## src/hw/bfsl_pkg.sv

```systemverilog
package bfsl_pkg;

  // ********************************************************************
  // Register map
  // ********************************************************************
  localparam logic [11:0] BFSL_CFS_OFF   = 12'h000;
  localparam logic [11:0] BFSL_ADDR_OFF  = 12'h004;
  localparam logic [11:0] BFSL_SHCS_OFF  = 12'h008;
  localparam logic [11:0] BFSL_DBG_OFF   = 12'h00C;
  localparam logic [11:0] BFSL_STAT_OFF  = 12'h010;

  // ********************************************************************
  // Field positions
  // ********************************************************************
  localparam int BFSL_FIELD_LSB   = 8;
  localparam int BFSL_FETCH_BIT   = 8;
  localparam int BFSL_EXACT_BIT   = 9;
  localparam int BFSL_DEFER_BIT   = 10;
  localparam int BFSL_POP_BIT     = 11;
  localparam int BFSL_PUSH_BIT    = 12;
  localparam int BFSL_LAZY_BIT    = 13;
  localparam int BFSL_VALID_BIT   = 15;
  localparam int BFSL_ENA_BIT     = 17;
  localparam int BFSL_HALT_EN_BIT = 0;
  localparam int BFSL_CATCH_BUS_BIT = 8;
  localparam int BFSL_CATCH_INT_BIT = 10;

  localparam logic [7:0]  BFSL_FLAGS_RST = 8'h00;
  localparam logic [31:0] BFSL_ADDR_RST  = 32'h0000_0000;

  typedef enum logic [2:0] {
    BFSL_SRC_FETCH,
    BFSL_SRC_DATA,
    BFSL_SRC_PUSH,
    BFSL_SRC_POP,
    BFSL_SRC_LAZY,
    BFSL_SRC_VECTOR
  } bfsl_src_t;

endpackage

```

## src/hw/bfsl_classify.sv

```systemverilog
// ********************************************************************
// Error classification
// ********************************************************************
module bfsl_classify
  import bfsl_pkg::*;
(
  input  wire logic       err_valid_i,
  input  wire bfsl_src_t  err_src_i,
  input  wire logic       err_deferred_i,
  input  wire logic       fetch_used_i,
  input  wire logic       fpu_active_i,
  input  wire logic       ppb_unpriv_i,
  output logic [7:0]      cause_set_o,
  output logic            vector_err_o,
  output logic            async_o,
  output logic            sync_o
);

  logic is_data;
  logic data_err;

  // A privilege violation on the private bus is an ordinary data error.
  assign is_data  = err_valid_i && (err_src_i == BFSL_SRC_DATA);
  assign data_err = is_data || ppb_unpriv_i;

  // Discarded prefetches are dropped so that speculation never faults.
  always_comb begin
    cause_set_o = 8'h00;
    cause_set_o[BFSL_FETCH_BIT - BFSL_FIELD_LSB] =
      err_valid_i && (err_src_i == BFSL_SRC_FETCH) && fetch_used_i;
    cause_set_o[BFSL_EXACT_BIT - BFSL_FIELD_LSB] =
      data_err && !(is_data && err_deferred_i);
    cause_set_o[BFSL_DEFER_BIT - BFSL_FIELD_LSB] = is_data && err_deferred_i;
    cause_set_o[BFSL_POP_BIT - BFSL_FIELD_LSB] =
      err_valid_i && (err_src_i == BFSL_SRC_POP);
    cause_set_o[BFSL_PUSH_BIT - BFSL_FIELD_LSB] =
      err_valid_i && (err_src_i == BFSL_SRC_PUSH);
    cause_set_o[BFSL_LAZY_BIT - BFSL_FIELD_LSB] =
      err_valid_i && (err_src_i == BFSL_SRC_LAZY) && fpu_active_i;
  end

  assign vector_err_o = err_valid_i && (err_src_i == BFSL_SRC_VECTOR);
  assign async_o      = cause_set_o[BFSL_DEFER_BIT - BFSL_FIELD_LSB];
  assign sync_o       = |cause_set_o && !async_o;

endmodule

```

## src/hw/bfsl_apb_regs.sv

```systemverilog
// ********************************************************************
// APB slave front end
// ********************************************************************
module bfsl_apb_regs
  import bfsl_pkg::*;
(
  input  wire logic        psel_i,
  input  wire logic        penable_i,
  input  wire logic        pwrite_i,
  input  wire logic [11:0] paddr_i,
  input  wire logic [3:0]  pstrb_i,
  output logic             wr_cfs_o,
  output logic             wr_shcs_o,
  output logic             wr_dbg_o,
  output logic [3:0]       lane_o,
  output logic             pready_o,
  output logic             pslverr_o,
  output logic             hit_addr_o,
  output logic             hit_stat_o,
  output logic             hit_cfs_o,
  output logic             hit_shcs_o,
  output logic             hit_dbg_o
);

  logic access;
  logic mapped;

  assign access     = psel_i && penable_i;
  assign hit_cfs_o  = (paddr_i == BFSL_CFS_OFF);
  assign hit_addr_o = (paddr_i == BFSL_ADDR_OFF);
  assign hit_shcs_o = (paddr_i == BFSL_SHCS_OFF);
  assign hit_dbg_o  = (paddr_i == BFSL_DBG_OFF);
  assign hit_stat_o = (paddr_i == BFSL_STAT_OFF);
  assign mapped     = hit_cfs_o || hit_addr_o || hit_shcs_o || hit_dbg_o || hit_stat_o;

  // Zero wait states; unmapped addresses error out without side effects.
  assign pready_o  = 1'b1;
  assign pslverr_o = access && !mapped;
  assign lane_o    = pstrb_i;
  assign wr_cfs_o  = access && pwrite_i && hit_cfs_o;
  assign wr_shcs_o = access && pwrite_i && hit_shcs_o;
  assign wr_dbg_o  = access && pwrite_i && hit_dbg_o;

endmodule

```

## src/hw/bfsl_top.sv

```systemverilog
// ********************************************************************
// Bus fault status logic
// ********************************************************************
//
// Added by the designer: the register offsets and the APB interface to the registers.
module bfsl_top
  import bfsl_pkg::*;
(
  input  wire logic        sys_clk_i,
  input  wire logic        srst_i,
  input  wire logic        psel_i,
  input  wire logic        penable_i,
  input  wire logic        pwrite_i,
  input  wire logic [11:0] paddr_i,
  input  wire logic [31:0] pwdata_i,
  input  wire logic [3:0]  pstrb_i,
  output logic [31:0]      prdata_o,
  output logic             pready_o,
  output logic             pslverr_o,
  input  wire logic        err_valid_i,
  input  wire bfsl_src_t   err_src_i,
  input  wire logic        err_deferred_i,
  input  wire logic [31:0] err_addr_i,
  input  wire logic [31:0] err_pc_i,
  input  wire logic        fetch_used_i,
  input  wire logic        fpu_active_i,
  input  wire logic        ppb_unpriv_i,
  input  wire logic        can_take_i,
  input  wire logic        higher_pri_pending_i,
  input  wire logic        fault_taken_i,
  output logic             bus_fault_b_pend_o,
  output logic             hard_fault_a_pend_o,
  output logic             lockup_ok_o,
  output logic             take_bus_fault_o,
  output logic [31:0]      stacked_pc_o,
  output logic             debug_enter_o,
  output logic             ppb_bus_error_o
);

  // ********************************************************************
  // Decode and classification
  // ********************************************************************
  logic [7:0]  cause_set;
  logic        vector_err;
  logic        async_err;
  logic        sync_err;
  logic        wr_cfs;
  logic        wr_shcs;
  logic        wr_dbg;
  logic [3:0]  lane;
  logic        hit_addr;
  logic        hit_stat;
  logic        hit_cfs;
  logic        hit_shcs;
  logic        hit_dbg;

  bfsl_classify u_classify (
    .err_valid_i    (err_valid_i),
    .err_src_i      (err_src_i),
    .err_deferred_i (err_deferred_i),
    .fetch_used_i   (fetch_used_i),
    .fpu_active_i   (fpu_active_i),
    .ppb_unpriv_i   (ppb_unpriv_i),
    .cause_set_o    (cause_set),
    .vector_err_o   (vector_err),
    .async_o        (async_err),
    .sync_o         (sync_err)
  );

  bfsl_apb_regs u_regs (
    .psel_i     (psel_i),
    .penable_i  (penable_i),
    .pwrite_i   (pwrite_i),
    .paddr_i    (paddr_i),
    .pstrb_i    (pstrb_i),
    .wr_cfs_o   (wr_cfs),
    .wr_shcs_o  (wr_shcs),
    .wr_dbg_o   (wr_dbg),
    .lane_o     (lane),
    .pready_o   (pready_o),
    .pslverr_o  (pslverr_o),
    .hit_addr_o (hit_addr),
    .hit_stat_o (hit_stat),
    .hit_cfs_o  (hit_cfs),
    .hit_shcs_o (hit_shcs),
    .hit_dbg_o  (hit_dbg)
  );

  assign ppb_bus_error_o = ppb_unpriv_i;

  // ********************************************************************
  // Cause flags and fault address
  // ********************************************************************
  logic [7:0]  flags_reg;
  logic [7:0]  flags_next;
  logic [7:0]  w1c_mask;
  logic [31:0] addr_reg;
  logic        valid_set;
  logic        valid_clr;
  logic        fault_addr_valid;

  // Bit 14 is reserved and bit 15 is handled apart, so only causes live here.
  // No cause marks a failed exclusive access; such a failure is not a fault.
  assign w1c_mask = (wr_cfs && lane[1]) ? pwdata_i[15:8] : 8'h00;

  genvar gi;
  generate
    for (gi = 0; gi < 6; gi++) begin : g_flag
      // A fresh event outranks a clear in the same cycle.
      assign flags_next[gi] = cause_set[gi] || (flags_reg[gi] && !w1c_mask[gi]);
    end
  endgenerate
  assign flags_next[7:6] = 2'b00;

  // A private bus privilege error carries no bus address; it leaves the address alone unless a non-data error is valid in the same cycle.
  assign valid_set = cause_set[BFSL_EXACT_BIT - BFSL_FIELD_LSB] && err_valid_i;
  assign valid_clr = w1c_mask[BFSL_VALID_BIT - BFSL_FIELD_LSB];

  always_ff @(posedge sys_clk_i) begin
    if (srst_i) begin
      flags_reg <= BFSL_FLAGS_RST;
      fault_addr_valid <= 1'b0;
      addr_reg  <= BFSL_ADDR_RST;
    end else begin
      flags_reg <= flags_next;
      fault_addr_valid <= valid_set || (fault_addr_valid && !valid_clr);
      if (valid_set) begin
        addr_reg <= err_addr_i;
      end
    end
  end

  // ********************************************************************
  // Handler control and debug control
  // ********************************************************************
  logic bus_fault_enable;
  logic halt_en_reg;
  logic catch_bus_error;
  logic catch_internal_error;

  always_ff @(posedge sys_clk_i) begin
    if (srst_i) begin
      bus_fault_enable     <= 1'b0;
      halt_en_reg          <= 1'b0;
      catch_bus_error      <= 1'b0;
      catch_internal_error <= 1'b0;
    end else begin
      if (wr_shcs && lane[2]) begin
        bus_fault_enable <= pwdata_i[BFSL_ENA_BIT];
      end
      if (wr_dbg && lane[0]) begin
        halt_en_reg <= pwdata_i[BFSL_HALT_EN_BIT];
      end
      if (wr_dbg && lane[1]) begin
        catch_bus_error      <= pwdata_i[BFSL_CATCH_BUS_BIT];
        catch_internal_error <= pwdata_i[BFSL_CATCH_INT_BIT];
      end
    end
  end

  // ********************************************************************
  // Pending, priority and hard fault fallback
  // ********************************************************************
  logic bus_pend_reg;
  logic hard_pend_reg;
  logic hard_async_reg;
  logic sync_to_bus;
  logic sync_to_hard;
  logic async_to_bus;
  logic async_to_hard;
  logic take_now;

  assign sync_to_bus   = sync_err && bus_fault_enable && can_take_i;
  assign sync_to_hard  = (sync_err && !(bus_fault_enable && can_take_i)) || vector_err;
  assign async_to_bus  = async_err && bus_fault_enable;
  assign async_to_hard = async_err && !bus_fault_enable;
  // A pending bus fault waits whenever a more urgent interrupt is in line.
  assign take_now      = bus_pend_reg && !higher_pri_pending_i;

  always_ff @(posedge sys_clk_i) begin
    if (srst_i) begin
      bus_pend_reg   <= 1'b0;
      hard_pend_reg  <= 1'b0;
      hard_async_reg <= 1'b0;
    end else begin
      bus_pend_reg  <= sync_to_bus || async_to_bus || (bus_pend_reg && !(take_now && fault_taken_i));
      hard_pend_reg <= sync_to_hard || async_to_hard || (hard_pend_reg && !fault_taken_i);
      if (sync_to_hard) begin
        hard_async_reg <= 1'b0;
      end else if (async_to_hard) begin
        hard_async_reg <= 1'b1;
      end
    end
  end

  assign bus_fault_b_pend_o  = bus_pend_reg;
  assign hard_fault_a_pend_o = hard_pend_reg;
  assign take_bus_fault_o    = take_now;
  assign lockup_ok_o         = hard_pend_reg && !hard_async_reg;

  // ********************************************************************
  // Stacked return address and vector catch
  // ********************************************************************
  logic [31:0] pc_reg;
  logic        dbg_reg;
  logic        catch_hit;
  logic        bus_cause;
  logic        int_cause;

  // Only the catch bit that matches the cause may stop the core.
  assign bus_cause = |cause_set[BFSL_DEFER_BIT - BFSL_FIELD_LSB : BFSL_FETCH_BIT - BFSL_FIELD_LSB];
  assign int_cause = |cause_set[BFSL_LAZY_BIT - BFSL_FIELD_LSB : BFSL_POP_BIT - BFSL_FIELD_LSB];
  assign catch_hit = halt_en_reg &&
                     ((catch_bus_error && bus_cause) ||
                      (catch_internal_error && int_cause));

  always_ff @(posedge sys_clk_i) begin
    if (srst_i) begin
      pc_reg  <= BFSL_ADDR_RST;
      dbg_reg <= 1'b0;
    end else begin
      if (cause_set[BFSL_EXACT_BIT - BFSL_FIELD_LSB] || cause_set[0]) begin
        pc_reg <= err_pc_i;
      end
      dbg_reg <= catch_hit;
    end
  end

  assign stacked_pc_o  = pc_reg;
  assign debug_enter_o = dbg_reg;

  // ********************************************************************
  // Read path
  // ********************************************************************
  logic [31:0] cfs_word;
  logic [31:0] shcs_word;
  logic [31:0] dbg_word;
  logic [31:0] stat_word;
  logic [31:0] rd_mux;

  assign cfs_word  = {16'h0000, fault_addr_valid, 1'b0, flags_reg[5:0], 8'h00};
  assign shcs_word = {14'h0000, bus_fault_enable, 17'h00000};
  assign dbg_word  = {21'h000000, catch_internal_error, 1'b0, catch_bus_error,
                      7'h00, halt_en_reg};
  assign stat_word = {28'h0000000, hard_async_reg, hard_pend_reg, bus_pend_reg, dbg_reg};
  assign rd_mux    = hit_cfs  ? cfs_word  :
                     hit_addr ? addr_reg  :
                     hit_shcs ? shcs_word :
                     hit_dbg  ? dbg_word  :
                     hit_stat ? stat_word : 32'h0000_0000;

  always_ff @(posedge sys_clk_i) begin
    if (srst_i) begin
      prdata_o <= 32'h0000_0000;
    end else if (psel_i && !penable_i && !pwrite_i) begin
      prdata_o <= rd_mux;
    end
  end

endmodule

```

## config.mk

```make
export PLATFORM = sky130hd
export DESIGN_NAME = bfsl_top
export DESIGN_NICKNAME = d
export VERILOG_FILES = /design/src/hw/bfsl_pkg.sv /design/src/hw/bfsl_classify.sv /design/src/hw/bfsl_apb_regs.sv /design/src/hw/bfsl_top.sv
export SDC_FILE = /design/constraint.sdc
export NUM_CORES = 1
export LEC_CHECK = 0
export ABC_CLOCK_PERIOD_IN_PS = 3800
export BUFFER_PORTS_ARGS = -buffer_cell sky130_fd_sc_hd__buf_2
export CORE_ASPECT_RATIO = 1.2
export CORE_MARGIN = 1
export CORE_UTILIZATION = 45
export DETAILED_ROUTE_END_ITERATION = 10
export PLACE_DENSITY = 0.77
export SETUP_SLACK_MARGIN = 0.5
export SLEW_MARGIN = 20
export SYNTH_ARGS = -nofsm -noshare
export SYNTH_HDL_FRONTEND = slang
export SYNTH_SLANG_ARGS = --single-unit
```

## constraint.sdc

```tcl
create_clock -name sys_clk_i -period 3.8 [get_ports sys_clk_i]
set_input_delay 0.38 -clock sys_clk_i [delete_from_list [all_inputs] [get_ports sys_clk_i]]
set_output_delay 0.38 -clock sys_clk_i [all_outputs]
set_load 0.005 [all_outputs]
```

==> impl_metrics.xml <==
<?xml version="1.0" encoding="UTF-8"?>
<metrics>
  <group name="outcome">
    <metric name="outcome" unit="">finished clean</metric>
  </group>
  <group name="floorplan">
    <metric name="die_footprint" unit="um^2">10480</metric>
    <metric name="floorplan.die.width" unit="um">93.61</metric>
    <metric name="core_area" unit="um^2">9662</metric>
    <metric name="boundaryPins" unit="">200</metric>
    <metric name="placementRows" unit="">39</metric>
    <metric name="dieHeight" unit="um">111.9</metric>
    <metric name="initial_core_util" unit="%">46.90</metric>
  </group>
  <group name="power_and_ir_drop">
    <metric name="power_density" unit="nW/um^2">420.9</metric>
    <metric name="irDropWorstVdd" unit="V">0.0002544</metric>
    <metric name="design_power_total" unit="uW">2388</metric>
    <metric name="p_leak" unit="uW">0.002438</metric>
  </group>
  <group name="layout">
    <metric name="layout_cell_share_with_drive_strength_beyond_1" unit="%">30.26</metric>
    <metric name="finalNonFillerCells" unit="">784</metric>
    <metric name="layout.cells.most_common" unit="">sky130_fd_sc_hd__buf_2</metric>
    <metric name="num-nets-final" unit="">787</metric>
    <metric name="syn2layout_area_growth" unit="%">25.18</metric>
    <metric name="num_antenna_cells" unit="">0</metric>
    <metric name="layout.cells.most_common_list" unit="">174 x sky130_fd_sc_hd__buf_2, 111 x sky130_fd_sc_hd__dfxtp_1, 69 x sky130_fd_sc_hd__nand2_1</metric>
  </group>
  <group name="cts">
    <metric name="cts_tree" unit="">built</metric>
    <metric name="cts_hold_repair.buffers" unit="">0</metric>
    <metric name="cts_root_buffer" unit="">sky130_fd_sc_hd__clkbuf_16</metric>
    <metric name="worst_setup_hold_path_clk_slew" unit="ns">0.07</metric>
    <metric name="postCtsResizedCells" unit="">0</metric>
    <metric name="cts_htree_levels" unit="">3</metric>
    <metric name="clkSinkCount" unit="">111</metric>
    <metric name="cts_inserted_buffers" unit="">9</metric>
    <metric name="clkLatencyLatePin" unit="ns">0.34</metric>
    <metric name="clk_path_buf_depth" unit="">2</metric>
    <metric name="cts_setup_buffers" unit="">0</metric>
  </group>
  <group name="setup_path">
    <metric name="r2r_end" unit="">bus_fault_b_pend_o</metric>
    <metric name="critPathLaunch" unit="">err_valid_i</metric>
    <metric name="crit_fanout" unit="">20</metric>
    <metric name="crit_path_required_time" unit="ns">4.03</metric>
    <metric name="timing.critical_path.to_type" unit="">flop</metric>
    <metric name="crit-reg2reg-launch" unit="">bus_fault_enable</metric>
    <metric name="worst_setup_path_endpoint" unit="">stacked_pc_o[28]</metric>
    <metric name="worstSetupPathType" unit="">input pin to flop</metric>
    <metric name="worst-r2r-setup-slack" unit="ns">2.63</metric>
    <metric name="setup.worst_path.start_class" unit="">input pin</metric>
    <metric name="wp_data_arrival" unit="ns">2.19</metric>
    <metric name="worst_r2r_path_cells" unit="">3</metric>
  </group>
  <group name="sta">
    <metric name="rsz0062_at_grt" unit="">false</metric>
    <metric name="final.min_clock_period" unit="ns">1.958</metric>
    <metric name="worstMarginPinSlew" unit="ns">0.8254</metric>
    <metric name="slew_viol_final" unit="">0</metric>
    <metric name="final_min_period_over_clock_period" unit="%">51.52</metric>
    <metric name="timing.final.ws_setup" unit="ns">1.842</metric>
    <metric name="relSlewSlack" unit="%">44.89</metric>
    <metric name="report.final.hold_viol_count" unit="">0</metric>
    <metric name="setup_viol_count_final" unit="">0</metric>
    <metric name="clock-skew-final" unit="ns">0.003956</metric>
    <metric name="setup_tns" unit="ns">0</metric>
    <metric name="clock.fmax" unit="GHz">0.5107</metric>
  </group>
  <group name="global_route">
    <metric name="grt_pass1_vias" unit="">4062</metric>
    <metric name="grt.total_usage" unit="%">23.05</metric>
    <metric name="grt_first_pass_wirelength" unit="mm">19.10</metric>
    <metric name="antenna_found_initial" unit="">0</metric>
    <metric name="pin_count_of_the_biggest_net_entering_global_routing" unit="">70</metric>
    <metric name="grt.overflow.total" unit="">0</metric>
  </group>
  <group name="place">
    <metric name="dp_cells" unit="">771</metric>
    <metric name="dp_hpwl" unit="mm">8.467</metric>
    <metric name="placement.io_buffers" unit="">174</metric>
    <metric name="finalWeightedCongestion" unit="">0.8337</metric>
    <metric name="placement.setup.worst_slack" unit="ns">1.554</metric>
  </group>
  <group name="detailed_routing">
    <metric name="drt_first_iter_violations" unit="">228</metric>
    <metric name="avgViaCountPerCell" unit="">5.476</metric>
    <metric name="wire_per_inst" unit="um">15.43</metric>
    <metric name="count_of_vias_placed_by_the_detailed_router" unit="">4293</metric>
    <metric name="final_antenna_net_count" unit="">0</metric>
    <metric name="dr.pass1.iters" unit="">5</metric>
    <metric name="drc_errors" unit="">0</metric>
    <metric name="drt-total-wl" unit="mm">12.10</metric>
  </group>
  <group name="synth">
    <metric name="yosysTopAreaCellShare" unit="%">49.03</metric>
    <metric name="ys_top_cells_by_area" unit="">sky130_fd_sc_hd__dfxtp_1 49%, sky130_fd_sc_hd__a21oi_1 7.3%, sky130_fd_sc_hd__mux2i_1 7.3%</metric>
    <metric name="dominantRegCellSynth" unit="">sky130_fd_sc_hd__dfxtp_1</metric>
    <metric name="synth.lib_cells_used.distinct" unit="">41</metric>
    <metric name="postSynthNetCount" unit="">637</metric>
    <metric name="flip_flop_and_latch_count_after_synthesis" unit="">111</metric>
    <metric name="syn-instance-count" unit="">509</metric>
    <metric name="synth_seq_area_share" unit="%">49.03</metric>
    <metric name="avg_synthesized_cell_area" unit="um^2">8.903</metric>
    <metric name="netlist.top_cell.by_area" unit="">sky130_fd_sc_hd__dfxtp_1</metric>
    <metric name="ys_async_sr_fraction" unit="%">0</metric>
    <metric name="yosys_warnings" unit="">0</metric>
    <metric name="syn-cell-area" unit="um^2">4532</metric>
    <metric name="synth_edf_count" unit="">0</metric>
  </group>
  <group name="hold_path">
    <metric name="min-delay-path-class" unit="">input pin to flop</metric>
    <metric name="timing.hold.worst_path_depth" unit="">2</metric>
  </group>
  <group name="flow_run">
    <metric name="cap_violations" unit="">0</metric>
  </group>
</metrics>
## cells in the mapped netlist (all sizes together), types with 3 or more instances
| cell type | instances |
|---|---|
| dfxtp | 111 |
| nand2 | 70 |
| a21oi | 66 |
| nor2 | 36 |
| a31o | 33 |
| mux2i | 33 |
| nand3 | 31 |
| o21ai | 26 |
| clkbuf | 25 |
| buf | 16 |
| a22oi | 9 |
| nor3b | 8 |
| nand4 | 7 |
| and3 | 4 |
| inv | 4 |
| nor2b | 4 |
| nor3 | 3 |
## how the worst min path moves through the flow
stage / from / endpoint / slack [ns]
floorplan: addr_reg[14] / prdata_o[14] / 0.45
global placement: prdata_o[15] / prdata_o[15] / 0.43
detailed placement: prdata_o[14] / prdata_o[14] / 0.44
CTS: err_pc_i[3] / stacked_pc_o[3] / 0.24
global route: err_pc_i[20] / stacked_pc_o[20] / 0.24
finish: err_pc_i[3] / stacked_pc_o[3] / 0.25
## critical path: stages
cell and delay, ns:
sky130_fd_sc_hd__buf_2 0.14, sky130_fd_sc_hd__nor2b_1 0.29, sky130_fd_sc_hd__a31o_1 0.71, sky130_fd_sc_hd__buf_4 0.34, sky130_fd_sc_hd__a21oi_1 0.11, sky130_fd_sc_hd__a31o_1 0.22
## where the power goes
part | internal [uW] | switching (uW) | total [uW]
combinational | 115 | 138 | 254
clock | 499 | 403 | 902
sequential | 1210 | 22.7 | 1230
## per-stage QoR
step                instance area (um^2)  util [%]  hold slack, ns
finish                              5673     58.72          0.2513
global route                        5673     58.72          0.2426
global placement                    5396     55.85          0.4283
floorplan                           4532         -          0.4472
CTS                                 5672     58.70          0.2408
detailed placement                  5396     55.85          0.4409
## cells by family after synthesis
kind of cell	count (synthesis)	share of synthesized area [%]
AOI/OAI and AO/OA	145	20.29
buffers and inverters	46	5.218
DFF	111	49.03
muxes	33	7.289
other	1	0.08275
and+or+nand+nor	173	18.08
## final cells by class
class / count / area (um^2)
multi-input combinational: 352 / 2086
sequential: 111 / 2222
tap: 123 / 153.9
clock inverter: 4 / 50.05
clock buffer: 9 / 225.2
inverter: 5 / 20.02
fill: 875 / 3989
timing repair buffer: 180 / 915.9
## layer usage
metal  global-route usage [%]  up-vias  share of wire (%)
met5                        0        -                  0
li1                         -     2105                  -
met3                    4.713       22                6.3
met4                    9.538        0                1.9
met2                    40.49      157                 52
met1                    26.95     2009                 40
(Power assumes the default switching activity.)
